[config.mk]
export PLATFORM = sky130hd
export DESIGN_NAME = sudc_top
export DESIGN_NICKNAME = d
export VERILOG_FILES = /design/src/hdl/sudc_pkg.sv /design/src/hdl/sudc_if.sv /design/src/hdl/sudc_core.sv /design/src/hdl/sudc_top.sv
export VERILOG_INCLUDE_DIRS = /design/src /design/src/hdl
export SDC_FILE = /design/constraint.sdc
export NUM_CORES = 1
export LEC_CHECK = 0
export ABC_CLOCK_PERIOD_IN_PS = 2300
export BUFFER_PORTS_ARGS = -buffer_cell sky130_fd_sc_hd__buf_2
export CAP_MARGIN = 0
export CORE_MARGIN = 2
export CORE_UTILIZATION = 44
export CTS_CLUSTER_DIAMETER = 40
export DETAILED_ROUTE_END_ITERATION = 16
export PLACE_DENSITY = 0.87
export SYNTH_ARGS = -nofsm -noshare
export SYNTH_HDL_FRONTEND = slang
export SYNTH_HIERARCHICAL = 1
export SYNTH_SLANG_ARGS = --single-unit
[constraint.sdc]
create_clock -name pclk -period 2.3 [get_ports pclk]
set_input_delay 0.345 -clock pclk [delete_from_list [all_inputs] [get_ports pclk]]
set_output_delay 0.345 -clock pclk [all_outputs]
set_load 0.05 [all_outputs]
[src/hdl/sudc_map.svh]
// Purpose: offsets, fields, reset values and timing counts of the up/down counter
// Assumes: 32-bit apb data, one word per register
// Notes: definitions only
`ifndef SUDC_MAP_SVH
`define SUDC_MAP_SVH
`define SUDC_CTRL_OFS 12'h000
`define SUDC_PRESET_OFS 12'h004
`define SUDC_STATUS_OFS 12'h008
`define SUDC_IRQ_STAT_OFS 12'h00c
`define SUDC_IRQ_MASK_OFS 12'h010
`define SUDC_CTRL_LOAD_N 0
`define SUDC_CTRL_CEP_N 1
`define SUDC_CTRL_CET_N 2
`define SUDC_CTRL_UP 3
`define SUDC_CTRL_RST 4'hf
`define SUDC_IRQ_TC 0
`define SUDC_IRQ_LOAD 1
`define SUDC_IRQ_W 2
`define SUDC_CLK_NS 50
`endif

[src/hdl/sudc_pkg.sv]
// Purpose: shared types of the up/down counter
// Assumes: nothing
// Notes: offsets live in sudc_map.svh
package sudc_pkg;
  typedef enum logic [2:0] {
    SUDC_HOLD = 3'b001,
    SUDC_LOAD = 3'b010,
    SUDC_COUNT = 3'b100
  } sudc_mode_e;
  typedef logic [3:0] sudc_cnt_t;
endpackage

[src/hdl/sudc_if.sv]
// Purpose: carries control and state between the register slave and the counter core
// Assumes: one clock
// Notes: core drives state, host side drives controls
`timescale 1ns/10ps
interface sudc_if;
  logic load_enable_n;
  logic count_enable_parallel_n;
  logic count_enable_trickle_n;
  logic up;
  logic [3:0] preset_in;
  logic [3:0] count_out;
  logic terminal_count_n;
  modport core (
    input load_enable_n, count_enable_parallel_n, count_enable_trickle_n, up, preset_in,
    output count_out, terminal_count_n
  );
  modport ctl (
    output load_enable_n, count_enable_parallel_n, count_enable_trickle_n, up, preset_in,
    input count_out, terminal_count_n
  );
endinterface

[src/hdl/sudc_core.sv]
// Purpose: four-stage synchronous up/down counter, decade or binary
// Assumes: controls sampled on rising pclk
// Notes: terminal count is combinational and may glitch
`timescale 1ns/10ps
module sudc_core #(
  parameter bit DECADE = 1'b0
) (
  // clock and reset
  input wire logic pclk,
  input wire logic presetn,
  // counter side
  sudc_if.core cif
);
  sudc_pkg::sudc_cnt_t cnt;
  sudc_pkg::sudc_cnt_t next_cnt;
  sudc_pkg::sudc_mode_e mode;
  logic [3:0] top;

  assign top = DECADE ? 4'h9 : 4'hf;

  always_comb begin
    if (!cif.load_enable_n) begin
      mode = sudc_pkg::SUDC_LOAD;
    end else if (!cif.count_enable_parallel_n && !cif.count_enable_trickle_n) begin
      mode = sudc_pkg::SUDC_COUNT;
    end else begin
      mode = sudc_pkg::SUDC_HOLD;
    end
  end

  always_comb begin
    next_cnt = cnt;
    unique case (mode)
      sudc_pkg::SUDC_LOAD: next_cnt = cif.preset_in;
      sudc_pkg::SUDC_COUNT: begin
        // illegal decade states go to 0 upward or 9 downward, so one count rejoins
        if (cif.up) begin
          next_cnt = (cnt >= top) ? 4'h0 : cnt + 4'h1;
        end else begin
          next_cnt = (cnt == 4'h0 || cnt > top) ? top : cnt - 4'h1;
        end
      end
      sudc_pkg::SUDC_HOLD: next_cnt = cnt;
    endcase
  end

  // no reset on the device itself; presetn gives a defined start of 0
  always_ff @(posedge pclk or negedge presetn) begin
    if (!presetn) begin
      cnt <= 4'h0;
    end else begin
      cnt <= next_cnt;
    end
  end

  assign cif.count_out = cnt;
  assign cif.terminal_count_n = !(!cif.count_enable_trickle_n &&
    (cif.up ? (DECADE ? (cnt[0] && cnt[3]) : (cnt == 4'hf)) : (cnt == 4'h0)));

  a_load_copies: assert property (@(posedge pclk) disable iff (!presetn)
    !cif.load_enable_n |=> cnt == $past(cif.preset_in)) else $error("load did not copy preset");
  a_load_wins: assert property (@(posedge pclk) disable iff (!presetn)
    (!cif.load_enable_n && !cif.count_enable_parallel_n && !cif.count_enable_trickle_n)
    |=> cnt == $past(cif.preset_in)) else $error("load lost to count");
  a_hold_state: assert property (@(posedge pclk) disable iff (!presetn)
    (cif.load_enable_n && (cif.count_enable_parallel_n || cif.count_enable_trickle_n))
    |=> $stable(cnt)) else $error("counter moved while idle");
  a_count_up: assert property (@(posedge pclk) disable iff (!presetn)
    (mode == sudc_pkg::SUDC_COUNT && cif.up && cnt < top) |=> cnt == $past(cnt) + 4'h1)
    else $error("up count wrong");
  a_count_down: assert property (@(posedge pclk) disable iff (!presetn)
    (mode == sudc_pkg::SUDC_COUNT && !cif.up && cnt != 4'h0 && cnt <= top)
    |=> cnt == $past(cnt) - 4'h1) else $error("down count wrong");
  a_wrap_mod: assert property (@(posedge pclk) disable iff (!presetn)
    (mode == sudc_pkg::SUDC_COUNT && cif.up && cnt == top) |=> cnt == 4'h0)
    else $error("up wrap wrong");
  a_tc_down: assert property (@(posedge pclk) disable iff (!presetn)
    (!cif.up && !cif.count_enable_trickle_n) |-> (cif.terminal_count_n == (cnt != 4'h0)))
    else $error("down terminal count wrong");
  a_tc_up: assert property (@(posedge pclk) disable iff (!presetn)
    (cif.up && !cif.count_enable_trickle_n && cnt == top) |-> !cif.terminal_count_n)
    else $error("up terminal count missing");
  a_tc_rest: assert property (@(posedge pclk) disable iff (!presetn)
    cif.count_enable_trickle_n |-> cif.terminal_count_n) else $error("terminal count without trickle");
  a_rejoin: assert property (@(posedge pclk) disable iff (!presetn)
    (mode == sudc_pkg::SUDC_COUNT && cnt > top) |=> cnt <= top)
    else $error("illegal state not left");
endmodule

[src/hdl/sudc_top.sv]
// Purpose: apb slave wrapping the four-stage up/down counter
// Assumes: pclk 20 MHz, presetn asynchronous active low, zero-wait apb
// Notes: lookahead pins kept at top for cascading stages
//
// Notes on behaviour
// - all state changes on rising clock
// - four stages, decade or modulo sixteen
// - load overrides enables and direction
// - load copies preset into state
// - count only with both enables low
// - direction high increments, low decrements
// - terminal count low at zero counting down
// - up terminal at nine or fifteen
// - parallel enable never affects terminal count
// - decade may flag states 11, 13, 15
// - illegal decade state rejoins after one count
// - terminal count combinational, never a clock
// - terminal count feeds next stage trickle
`timescale 1ns/10ps
`include "sudc_map.svh"
module sudc_top #(
  parameter bit DECADE = 1'b0
) (
  // clock and reset
  input wire logic pclk,
  input wire logic presetn,
  // apb
  input wire logic psel,
  input wire logic penable,
  input wire logic pwrite,
  input wire logic [11:0] paddr,
  input wire logic [31:0] pwdata,
  output logic [31:0] prdata,
  output logic pready,
  output logic pslverr,
  // cascade
  input wire logic cascade_trickle_n,
  output logic terminal_count_n,
  output logic [3:0] count_out,
  output logic irq
);
  ////////////////////////////////////////////////////////////////
  sudc_if cif ();
  logic [3:0] ctrl;
  logic [3:0] next_ctrl;
  logic [3:0] preset;
  logic [3:0] next_preset;
  logic [`SUDC_IRQ_W-1:0] istat;
  logic [`SUDC_IRQ_W-1:0] next_istat;
  logic [`SUDC_IRQ_W-1:0] imask;
  logic [`SUDC_IRQ_W-1:0] next_imask;
  logic [31:0] next_prdata;
  logic wr;
  logic rd;
  logic hit;
  logic tc_prev;
  logic [`SUDC_IRQ_W-1:0] ev;

  // inputs assumed stable at the edge, so taken without synchronisers
  assign cif.load_enable_n = ctrl[`SUDC_CTRL_LOAD_N];
  assign cif.count_enable_parallel_n = ctrl[`SUDC_CTRL_CEP_N];
  // a lower stage's terminal count gates this stage alongside software
  assign cif.count_enable_trickle_n = ctrl[`SUDC_CTRL_CET_N] | cascade_trickle_n;
  assign cif.up = ctrl[`SUDC_CTRL_UP];
  assign cif.preset_in = preset;

  sudc_core #(.DECADE(DECADE)) u_core (
    .pclk(pclk),
    .presetn(presetn),
    .cif(cif)
  );

  assign count_out = cif.count_out;
  assign terminal_count_n = cif.terminal_count_n;

  ////////////////////////////////////////////////////////////////
  assign pready = 1'b1;
  assign wr = psel && penable && pwrite;
  assign rd = psel && !penable && !pwrite;
  assign hit = paddr == `SUDC_CTRL_OFS || paddr == `SUDC_PRESET_OFS || paddr == `SUDC_STATUS_OFS ||
    paddr == `SUDC_IRQ_STAT_OFS || paddr == `SUDC_IRQ_MASK_OFS;
  assign pslverr = psel && penable && !hit;
  // sampled edge of terminal count, so the glitchy decode is never a clock
  assign ev[`SUDC_IRQ_TC] = tc_prev && !cif.terminal_count_n;
  assign ev[`SUDC_IRQ_LOAD] = !cif.load_enable_n;
  assign irq = |(istat & imask);

  always_comb begin
    next_ctrl = ctrl;
    next_preset = preset;
    next_imask = imask;
    next_istat = istat;
    next_prdata = prdata;
    if (wr) begin
      if (paddr == `SUDC_CTRL_OFS) begin
        next_ctrl = pwdata[3:0];
      end
      if (paddr == `SUDC_PRESET_OFS) begin
        next_preset = pwdata[3:0];
      end
      if (paddr == `SUDC_IRQ_MASK_OFS) begin
        next_imask = pwdata[`SUDC_IRQ_W-1:0];
      end
      if (paddr == `SUDC_IRQ_STAT_OFS) begin
        next_istat = istat & ~pwdata[`SUDC_IRQ_W-1:0];
      end
    end
    // set wins over a clear in the same cycle
    next_istat = next_istat | ev;
    if (rd) begin
      unique case (paddr)
        `SUDC_CTRL_OFS: next_prdata = {28'h0, ctrl};
        `SUDC_PRESET_OFS: next_prdata = {28'h0, preset};
        `SUDC_STATUS_OFS: next_prdata = {27'h0, cif.terminal_count_n, cif.count_out};
        `SUDC_IRQ_STAT_OFS: next_prdata = {30'h0, istat};
        `SUDC_IRQ_MASK_OFS: next_prdata = {30'h0, imask};
        default: next_prdata = 32'h0;
      endcase
    end
  end

  always_ff @(posedge pclk or negedge presetn) begin
    if (!presetn) begin
      ctrl <= `SUDC_CTRL_RST;
      preset <= 4'h0;
      imask <= 2'h0;
      istat <= 2'h0;
      prdata <= 32'h0;
      tc_prev <= 1'b1;
    end else begin
      ctrl <= next_ctrl;
      preset <= next_preset;
      imask <= next_imask;
      istat <= next_istat;
      prdata <= next_prdata;
      tc_prev <= cif.terminal_count_n;
    end
  end

  a_irq_level: assert property (@(posedge pclk) disable iff (!presetn)
    (istat[`SUDC_IRQ_TC] && imask[`SUDC_IRQ_TC]) |-> irq) else $error("irq not raised");
  a_tc_sticky: assert property (@(posedge pclk) disable iff (!presetn)
    ev[`SUDC_IRQ_TC] |=> istat[`SUDC_IRQ_TC]) else $error("terminal event lost");
endmodule

Word level (Yosys, flattened, before mapping). Cells that the tools add are included.

Register bits: 49. Input port bits: 50. Output and inout port bits: 40. Logic and storage cells: 60.

$add $sub $neg: 2. $lt $le $gt $ge: 2. Eq/ne operators: 8. Mux-type cells: 10. Bitwise operators: 5. Reduce and logical (&&, ||, !) cells: 26.

Operator list (count): $pmux 5 s5 (1); $eq 12x4->1 const B (2); $eq 12x3->1 const B (1); $eq 12x5->1 const B (1); $logic_not 12->1 (1); $mux 4 (3); $logic_and 1x1->1 (8); $pmux 4 s2 (1); $logic_not 1->1 (7); $mux 3 (2); $reduce_and 2->1 (3); $logic_or 1x1->1 (5); $add 4x1->4 const B (1); $and 2x2->2 (2); $eq 4x4->1 const B (1); $ge 4x4->1 const B (1); $gt 4x4->1 const B (1); $logic_not 4->1 (1); $mux 2 (2); $sub 4x1->4 const B (1); $eq 3x1->1 const B (1); $eq 3x2->1 const B (1); $eq 3x3->1 const B (1); $not 2->2 (1); 4 further kinds (4).

Longest topological paths before layout. Gate-level depths: netlist of the first run.

Depth after elaboration: 7. Depth in mapped cells: 7. Depth with buffers taken out: 7.

Cells and area by module. The synthesis of the first run kept the hierarchy.

Modules (own cells, without submodules): sudc_top (times used 1, cells each 119, area an instance 1198.6 um^2); sudc_core (times used 1, cells each 45, area an instance 342.8 um^2).

Worst setup path after synthesis of the first run. OpenSTA, ideal clock, no wires.

Kind: flip-flop to flip-flop. Start point: reg u_core.cnt[0] (netlist: u_core/cif.count_out[0]). End point: reg prdata[4]. Library setup time: 0.110 ns. Arrival: 2.164 ns. Required time: 2.190 ns. Slack: 0.026 ns. Stages on the path, launching flop included: 8. Cells stage by stage: dfrtp_1 -> inv_1 -> ha_1 -> or3b_2 -> o21ai_0 -> nand2b_1 -> inv_1 -> o41ai_1.

Longest elaborated chain between the ends: 5. Elaborated cells between the ends (all ways): 6. Classes of those cells: 1 x eq/ne; 2 x mux; 3 x reduce/logical.

RTL lines: from (decl) (line sudc_core.sv:14) `sudc_pkg::sudc_cnt_t cnt;`; from (signal assigned) (line sudc_core.sv:52) `cnt <= next_cnt;`; $eq 4x4->1 / $logic_not 4->1 (equally long branches) (line sudc_core.sv:58) `(cif.up ? (DECADE ? (cnt[0] && cnt[3]) : (cnt == 4'hf)) : (cnt == 4'h0)));`; $mux 1 * (line sudc_core.sv:58); $logic_and 1x1->1 * (line sudc_core.sv:57) `assign cif.terminal_count_n = !(!cif.count_enable_trickle_n &&`; $logic_not 1->1 * (line sudc_core.sv:57); named net terminal_count_n (line sudc_top.sv:38) `output logic terminal_count_n,`; $pmux 5 s5 * (line sudc_top.sv:111) `unique case (paddr)`; to (signal assigned) (line sudc_top.sv:135) `prdata <= next_prdata;`; to (decl) (line sudc_top.sv:33) `output logic [31:0] prdata,`.

The timed path passes the listed nets; every way through them passes the cells marked *. A chain may end at the register's enable or synchronous reset.

Worst setup path in the final report of the first run.
Start point: reg u_core.cnt[0] (netlist: u_core/cif.count_out[0]). End point: out terminal_count_n.

Longest elaborated chain between the ends: 4. Elaborated cells between the ends (all ways): 5. Classes of those cells: 1 x eq/ne; 1 x mux; 3 x reduce/logical.

RTL lines (line): $eq 4x4->1 / $logic_not 4->1 (equally long branches) (sudc_core.sv:58); $mux 1 * (sudc_core.sv:58); $logic_and 1x1->1 * (sudc_core.sv:57); $logic_not 1->1 * (sudc_core.sv:57); to (decl) (sudc_top.sv:38).

Mark *: on every way between the ends. The rest lies on a longest branch, timed or not.

==> flow_summary.toml, run 1 <==
[cts]
clock_latency_ns = 0.33
cts.path.max_buffers = 2
number_of_clock_sinks = 22
cts_max_level = 1
cts_inserted_buffers = 3
clock-root-buffer = "clkbuf_4"
worst_path_clk_slew_ns = 0.12
cts_tree = "built"

[global_route]
grt_use_total_pct = 15.68
total_overflow_reported_by_the_global_router = 0
grt_start_max_net_pins = 23
grt_pass1_wl_um = 4912
grt_pass1_vias = 1077
antenna_violations_before_repair = 0

[flow_run]
cap_violations = 0

[die]
core_area_um2 = 3363
floorplan.die.height_um = 63.19
die_width_um = 63.19
boundaryPins = 90
floorplan.die_area_um2 = 3993
num_rows = 21
floorplan.initialDensity_pct = 45.83

[yosys]
ys_seq_area_share_pct = 36.12
synth.lib_cells_used.distinct = 41
synthTopCellsByArea = "dfrtp_1 (28%), buf_4 (14%), dfstp_2 (8.5%)"
syn-cell-area_um2 = 1541
synth_area_per_cell_um2 = 9.399
synthCells = 164
synth_seq_cells = 22
yosys_warnings = 6
synth_top_area_cell = "dfrtp_1"
synthDominantCellAreaShare_pct = 27.60

[cells_and_area]
finish.instance_area_um2 = 1705
insertedDiodeCount = 0
final_layout_size_suffix_gt1_share_pct = 30.10
area_growth_pct = 10.63
nNetsFinal = 249
final-instance-count-excl-fill = 242

[power]
pwr_density_cell_nw_per_um2 = 465.5
total_leakage_power_nw = 0.8496
power_total_mw = 0.7938
irDropWorstVdd_mv = 0.3097

[placed_design]
placement.cell_area_um2 = 1640
placed_cells = 236
io_buf_count = 33
dpl.hpwl_um = 2250
pre_cts_slack_ns = -0.1192
place_congestion = 0.8753

[detailed_routing]
wire_per_inst_um = 12.67
ant_nets = 0
vias_per_cell = 4.930
wl_um = 3066
first_iter_violations = 36
drcViolationCount = 0
detailroute.via_count = 1193
number_of_optimization_iterations_in_the_first_detailed_route_pass = 4

[sta]
final-setup-viol-count = 0
fin_crit_sh_pct = 95.18
timing.max_slew.rel_slack_pct = 66.57
timing_hold_violations_final = 0
final.setup.worst_slack_ns = 0.1109
setup_repair_after_global_routing_missed_its_margin = "false"
max_slew.worst_pin.slew_ns = 0.5014
fmaxAchievable_mhz = 456.8
fin_tns_setup_ns = 0
skew_ns = 0.003782
fin_crit_ns = 2.189
timing_max_transition_violations_final = 0

[run_status]
run_status = "finished, final reports clean"

[setup_path]
critPathSlowestCell = "dfrtp_1"
crit_path_arrival_time_ns = 1.84
crit_path_end_kind = "primary output"
crit_path_max_fanout = 3
timing.critical_path.from_type = "flip-flop"
crit_path_max_incr_delay_ns = 0.41
worst_path_cell_trace = "inv_1, ha_2, or3b_4, o21ai_1, nand2b_1, buf_6"
critical_path_required_ns = 1.96
critical_path_class = "reg2out"

[hold_path]
holdCritPathClass = "in2reg"
registers in the layout, indices dropped and copies added (netlist names):
signal and count:
cif.preset_in 4, ctrl 4, imask 2, istat 2, prdata 5, tc_prev 1, u_core/cif.count_out 4
logic make-up after synthesis:
kind of cell               Yosys count  share of synthesized area [%]
DFF                                 22                          36.12
other                                2                         0.4872
xor gates and xnor gates             2                          1.137
and+or+nand+nor                     46                          19.72
AOI/OAI and AO/OA                   29                          11.93
adders and majority gates            2                          1.623
muxes                               16                          11.20
buffers and inverters               45                          17.78
placed cells by master (no fill, tap or decap), drive strengths merged, types with 4 or more instances in the layout:
master / n
dfstp: 5
nor2: 11
clkbuf: 4
o21ai: 7
nand2: 9
conb: 28
a21oi: 9
nor3: 5
buf: 36
inv: 10
mux2i: 6
dfrtp: 17
mux2: 10
what timing repair did:
action / 4_1_cts / 5_1_grt
setup endpoints to repair: 1 / 1
hold endpoints to repair: 17 / 0
hold buffers: 1 / 0
buffers inserted: 1 / 0
gates resized for setup: 1 / 4
power breakdown:
part           total (mW)  internal (mW)  leakage (nW)  switching [mW]
Combinational       0.182         0.0318         0.550           0.150
Clock               0.222         0.0971        0.0210           0.125
Sequential          0.390          0.389         0.279        0.000920
Total               0.794          0.518         0.850           0.276
cell type report:
cell class / instances / area [um^2]
Fill cell: 326 / 1658
Multi-Input combinational cell: 123 / 813.3
Sequential cell: 22 / 556.8
Timing Repair Buffer: 37 / 203.9
Tap cell: 46 / 57.56
Inverter: 10 / 37.54
Clock buffer: 4 / 36.28
synth_stat cells, drive strengths merged:
library cell,number
a211oi,1
a21oi,9
a22o,1
a311o,1
a31oi,2
buf,29
clkbuf,6
conb,2
dfrtp,17
dfstp,5
ha,2
inv,10
mux2,10
mux2i,6
nand2,9
nand2b,2
nand3,1
nand3b,2
nand4,1
nor2,11
nor2b,1
nor3,5
nor4,2
nor4b,2
nor4bb,1
o21ai,7
o21bai,1
o22ai,1
o31a,1
o31ai,2
o41ai,3
or2,3
or3,1
or3b,2
or4,3
xnor2,1
xor2,1
per-layer routing:
metal  wire [um]  up-vias  global-route usage (%)
met2        1551       39                   26.60
met4          44        0                   5.707
met5           0        -                       0
met1        1313      569                   19.50
li1            -      580                       -
met3         156        5                   3.571
worst max-delay path: cells and delay by family (launching register included):
kind | cells | cell delay (ns)
flip-flops | 1 | 0.41
buffers and inverters | 2 | 0.26
adder cells (fa/ha/maj) | 1 | 0.19
AND/OR/NAND/NOR | 2 | 0.50
AO/OA/AOI/OAI | 1 | 0.14
stage by stage:
stage	util [%]	hold WS [ns]
after detailed placement	48.77	0.3378
final	50.71	0.2372
after floorplan	-	0.04941
after CTS	50.45	0.2384
after global routing	50.71	0.2372
after global placement	48.77	0.3293
final timing paths:
path / from / end / slack, ns / cells after the start
setup / recovery: u_core/cif.count_out[0] / terminal_count_n / 0.11 / 6
hold / removal: pwdata[3] / cif.preset_in[3] / 0.24 / 2
setup reg to reg: u_core/cif.count_out[0] / prdata[4] / 0.51 / 8
hold reg to reg: prdata[0] / prdata[0] / 0.49 / 2
max in group asynchronous: presetn / ctrl[2] / 1.43 / 2
min in group asynchronous: presetn / prdata[2] / 0.51 / 2
Power figures use the tool's default switching activity.
==> inputs of run 2 (changes only) <==
- CORE_UTILIZATION: 44 -> 43
- PLACE_DENSITY: 0.87 -> 0.85
- SYNTH_HIERARCHICAL: 1 -> not set
==> flow_summary.toml, run 2 <==
[detailed_routing]
wire_per_inst_um = 12.71
vias_per_cell = 4.976
drcViolationCount = 0
ant_nets = 0
detailroute.via_count = 1234
first_iter_violations = 34
wl_um = 3151
number_of_optimization_iterations_in_the_first_detailed_route_pass = 4

[cells_and_area]
nNetsFinal = 255
finish.utilization_pct = 51.86
final_layout_size_suffix_gt1_share_pct = 36.14
nFillCells = 342
most_frequent_standard_cell_in_the_layout_excluding_fill_and_tap_cells = "buf_2"
flip_flop_count_of_the_largest_register_all_copies_and_words_added = 5
layout_common_cells = "buf_2 (32), conb_1 (28), dfrtp_1 (16), nand2_1 (12), nor2_1 (11)"
finish.instance_area_um2 = 1744
largest_register = "prdata"
insertedDiodeCount = 0
area_growth_pct = 14.64
final-instance-count-excl-fill = 248

[setup_path]
crit_path_end_kind = "primary output"
critical_path_class = "reg2out"
crit_start = "u_core.cif.count_out[0]"
timing.critical_path.from_type = "flip-flop"
crit_path_arrival_time_ns = 1.95
cp-endpoint = "terminal_count_n"
worst_r2r_path_depth = 8
critical_path_required_ns = 1.96
worst_reg_to_reg_setup_slack_ns = 0.47
r2r_end = "prdata[4]"
crit_path_max_fanout = 3
timing.rr.start = "u_core.cif.count_out[1]"

[cts]
cts.path.max_buffers = 2
cts_inserted_buffers = 3
cts_tree = "built"
number_of_clock_sinks = 22
worst_path_clk_slew_ns = 0.12
cts_max_level = 1
clock-root-buffer = "clkbuf_4"
clock_latency_ns = 0.30

[yosys]
ys_seq_area_share_pct = 36.60
synthDominantCellAreaShare_pct = 27.96
synthFlopType = "dfrtp_1"
yosys_warnings = 0
async_set_or_reset_register_ratio_after_synthesis_pct = 100.0
synthTopCellsByArea = "dfrtp_1 (28%), buf_4 (14%), dfstp_2 (8.6%)"
synth-edff-count = 0
synth_seq_cells = 22
synth.lib_cells_used.distinct = 42
syn-cell-area_um2 = 1521
synthCells = 164
synth_top_cells_by_count = "buf_4 (28), dfrtp_1 (17), nand2_1 (12), nor2_1 (11)"
synth_most_common_cell = "buf_4"
synth_top_area_cell = "dfrtp_1"
synth_area_per_cell_um2 = 9.277

[hold_path]
holdCritPathClass = "in2reg"

[die]
floorplan.initialDensity_pct = 45.24
floorplan.die.height_um = 63.49
num_rows = 21
core_area_um2 = 3363
boundaryPins = 90
floorplan.die_area_um2 = 4030
die_width_um = 63.49

[power]
total_leakage_power_nw = 0.8714
pwr_density_cell_nw_per_um2 = 449.4
irDropWorstVdd_mv = 0.3144

[global_route]
antenna_violations_before_repair = 0
grt_pass1_wl_um = 5112
total_overflow_reported_by_the_global_router = 0
grt_start_max_net_pins = 23
grt_pass1_vias = 1150
grt_use_total_pct = 15.87

[sta]
timing.max_slew.rel_slack_pct = 66.38
setup_repair_after_global_routing_missed_its_margin = "true"
skew_ns = 0.001098
fmaxAchievable_mhz = 436.0
timing_hold_violations_final = 0
final-setup-viol-count = 0
max_slew.worst_pin.slew_ns = 0.5043
timing_max_transition_violations_final = 0
fin_tns_setup_ns = 0
final.hold.worst_slack_ns = 0.2809
fin_crit_sh_pct = 99.72
fin_crit_ns = 2.293

[placed_design]
placed_cells = 237
placement.cell_area_um2 = 1629
dpl.hpwl_um = 2342
io_buf_count = 33
place_congestion = 0.8316

[run_status]
run_status = "finished, final reports clean"

[flow_run]
cap_violations = 0
-- run 2: cell count changes in the layout (fill, tap and decap cells not counted), moves of 2 or more --
cell,before,now
a21oi_1,9,6
a31oi_1,2,4
buf_4,3,10
mux2_1,10,0
mux2_2,0,10
nand2_1,9,12
nand4_1,1,3
o311ai_0,0,2
or2_2,3,0
or4_4,2,0
-- run 2: cell families (layout without fill, tap and decap cells) --
kind of cell	count (synthesis)	after routing	synth area share [%]
buffers and inverters	46	58	18.50
and+or+nand+nor	44	44	16.53
AOI/OAI and AO/OA	30	30	13.73
DFF	22	22	36.60
muxes	16	16	11.35
adders and majority gates	2	2	1.644
other	2	28	0.4936
xor gates and xnor gates	2	2	1.152
-- run 2: worst min path at each step --
stage                   start                to  slack, ns  cells past startpoint
floorplan             presetn  cif.preset_in[0]       0.05                      0
CTS                 pwdata[2]           ctrl[2]       0.27                      2
detailed placement    presetn          istat[0]       0.34                      1
finish              pwdata[2]           ctrl[2]       0.28                      2
global route        pwdata[2]           ctrl[2]       0.26                      2
global placement      presetn          istat[0]       0.33                      1
-- run 2: worst max-delay path, cell delays in order (launching register included) --
cell     delay (ns)
dfrtp_2        0.44
inv_4          0.07
ha_4           0.13
or3b_4         0.38
o21a_1         0.20
nor3_2         0.16
inv_1          0.10
buf_6          0.16
-- run 2: final cells by class --
| cell class | count | area, um^2 | share of cell area, % |
|---|---|---|---|
| multi-input cells | 122 | 795.8 | 45.62 |
| flip-flops and latches | 22 | 558.0 | 31.99 |
| repair buffers | 44 | 256.5 | 14.71 |
| well taps | 46 | 57.56 | 3.300 |
| inverters | 10 | 40.04 | 2.296 |
| clock buffers | 4 | 36.28 | 2.080 |
-- run 2: per-layer routing --
layer,track usage (%),up-vias,share of wire (%)
met4,5.435,0,0.92
met3,2.321,6,5.2
li1,-,600,-
met5,0,-,0
met1,20.63,581,44
met2,26.84,47,50
-- run 2: report_power, final --
part	switching [mW]	leakage [nW]	total, mW	internal (mW)
logic	0.150	0.573	0.181	0.0314
clock network	0.116	0.0210	0.213	0.0966
registers	0.000675	0.277	0.390	0.389
-- run 2: what timing repair did --
item                                    CTS  global route
hold buffers                              1             0
pin swaps                                 3             3
gates resized for setup                   8             0
endpoints found under the hold margin    17             0
buffers inserted                          3             3
endpoints found under the setup margin    1             1
-- run 2: stage by stage --
step | power (mW) | setup slack, ns
2_1_floorplan | 0.5720 | 0.002985
3_3_place_gp | 0.5696 | 0.1540
3_5_place_dp | 0.5713 | 0.1407
4_1_cts | 0.7894 | -0.04907
5_1_grt | 0.8270 | -0.1180
6_report | 0.7838 | 0.006517
==> inputs of run 3 (changes only) <==
- MAX_ROUTING_LAYER: not set -> met4
- SKIP_CTS_REPAIR_TIMING: not set -> 1
==> flow_summary.toml, run 3 (synthesis gave the netlist of run 2 again) <==
[cells_and_area]
multi_input_comb_area_um2 = 795.8
most_frequent_standard_cell_in_the_layout_excluding_fill_and_tap_cells = "buf_2"
final_layout_size_suffix_gt1_share_pct = 35.18
nNetsFinal = 252
layout_common_cells = "buf_2 (32), conb_1 (28), dfrtp_1 (16), nand2_1 (12), nor2_1 (11)"
nFillCells = 343
insertedDiodeCount = 0
regArea_um2 = 558.0
finish.instance_area_um2 = 1722
largest_register = "prdata"
flip_flop_count_of_the_largest_register_all_copies_and_words_added = 5
area_growth_pct = 13.16

[placed_design]
pre_cts_slack_ns = 0.1407
io_buf_count = 33
dpl.hpwl_um = 2342
place_congestion = 0.8442
placement.cell_area_um2 = 1629

[global_route]
grt_start_max_net_pins = 23
grt_use_total_pct = 15.96
grt_pass1_wl_um = 5009
grt_pass1_vias = 1125
antenna_violations_before_repair = 0
total_overflow_reported_by_the_global_router = 0

[run_status]
violations_in_the_final_reports = "negative setup slack"
run_status = "finished, violations left"

[sta]
fin_tns_setup_ns = -0.04239
timing_max_transition_violations_final = 0
skew_ns = 0.001336
fin_crit_sh_pct = 101.8
setup_repair_after_global_routing_missed_its_margin = "true"
timing_hold_violations_final = 0
final.hold.worst_slack_ns = 0.2771
final-setup-viol-count = 1
fin_crit_ns = 2.342
fmaxAchievable_mhz = 426.9
final.setup.worst_slack_ns = -0.04239

[power]
clock_power_share_pct = 27.3
pwr_density_cell_nw_per_um2 = 454.0
total_leakage_power_nw = 0.8604
share_of_power_burned_in_registers_pct = 49.9
power_total_mw = 0.7816
swShare_pct = 34.12
sw_pwr_mw = 0.2666
share_comb_of_total_power_pct = 22.8
irDropWorstVdd_mv = 0.3142
cell_internal_pwr_mw = 0.5149

[setup_path]
critical_path_required_ns = 1.96
worst_reg_to_reg_setup_slack_ns = 0.50
critical_path_class = "reg2out"
worst_r2r_path_depth = 8
timing.critical_path.from_type = "flip-flop"
crit_path_max_fanout = 3
crit_path_end_kind = "primary output"
timing.rr.start = "u_core.cif.count_out[1]"
r2r_end = "prdata[4]"
critPathSlowestCell = "dfrtp_1"
worst_path_cell_trace = "inv_2, ha_4, or3b_4, o21a_1, nor3_2, inv_1, buf_6"
crit_path_arrival_time_ns = 2.00
crit_path_max_incr_delay_ns = 0.41

[hold_path]
holdCritPathClass = "in2reg"
hold_path_startpoint = "cascade_trickle_n"
timing.hold.worst_path_depth = 3
timing.hold.worst_endpoint = "tc_prev"

[cts]
worst_path_clk_slew_ns = 0.12
number_of_clock_sinks = 22
clock_latency_ns = 0.31
cts_inserted_buffers = 3
cts_max_level = 1
cts_tree = "built"
clock-root-buffer = "clkbuf_4"
cts.path.max_buffers = 2

[die]
boundaryPins = 90
floorplan.die_area_um2 = 4030
floorplan.initialDensity_pct = 45.24
core_area_um2 = 3363
die_width_um = 63.49
floorplan.die.height_um = 63.49
num_rows = 21

[detailed_routing]
drcViolationCount = 0
wire_per_inst_um = 12.40
detailroute.via_count = 1206
number_of_optimization_iterations_in_the_first_detailed_route_pass = 6
ant_nets = 0
wl_um = 3037
vias_per_cell = 4.922
first_iter_violations = 28

[flow_run]
cap_violations = 0
run 3: power groups by stage:
stage / logic (mW) / registers (mW) / clock network (mW)
2_1_floorplan: 0.175 / 0.397 / 0
6_report: 0.178 / 0.390 / 0.214
4_1_cts: 0.175 / 0.390 / 0.221
3_3_place_gp: 0.173 / 0.397 / 0
5_1_grt: 0.188 / 0.390 / 0.245
3_5_place_dp: 0.174 / 0.397 / 0
run 3: worst max-delay path, delay by kind of cell, from the launching register on:
family | cells | cell delay [ns]
buffers and inverters | 3 | 0.35
AO/OA/AOI/OAI | 1 | 0.21
flip-flops | 1 | 0.41
adder cells (fa/ha/maj) | 1 | 0.14
AND/OR/NAND/NOR | 2 | 0.57
run 3: cell type report:
cell class / count / area share [%]
Clock buffer: 4 / 2.108
Inverter: 10 / 2.326
Multi-Input combinational cell: 122 / 46.22
Sequential cell: 22 / 32.41
Tap cell: 46 / 3.343
Timing Repair Buffer: 41 / 13.59
run 3: metrics by stage:
step           util [%]  std cells
2_1_floorplan         -        190
3_3_place_gp      48.44        237
3_5_place_dp      48.44        237
4_1_cts           49.52        241
5_1_grt           51.19        245
6_report          51.19        245
run 3: worst max path at each step:
stage / startpoint / end / slack [ns] / cells after the start
finish: u_core.cif.count_out[1] / terminal_count_n / -0.04 / 7
global route: u_core.cif.count_out[1] / terminal_count_n / -0.18 / 7
CTS: u_core.cif.count_out[0] / terminal_count_n / -0.21 / 7
detailed placement: u_core.cif.count_out[0] / terminal_count_n / 0.14 / 7
global placement: u_core.cif.count_out[0] / terminal_count_n / 0.15 / 7
floorplan: u_core.cif.count_out[1] / terminal_count_n / 0.003 / 6
run 3: layer usage:
| metal | vias up | track usage (%) | routed length [um] |
|---|---|---|---|
| met4 | 0 | 4.891 | 27 |
| li1 | 592 | - | - |
| met1 | 569 | 19.84 | 1357 |
| met3 | 4 | 2.321 | 159 |
| met2 | 41 | 26.84 | 1493 |
| met5 | - | - | 0 |
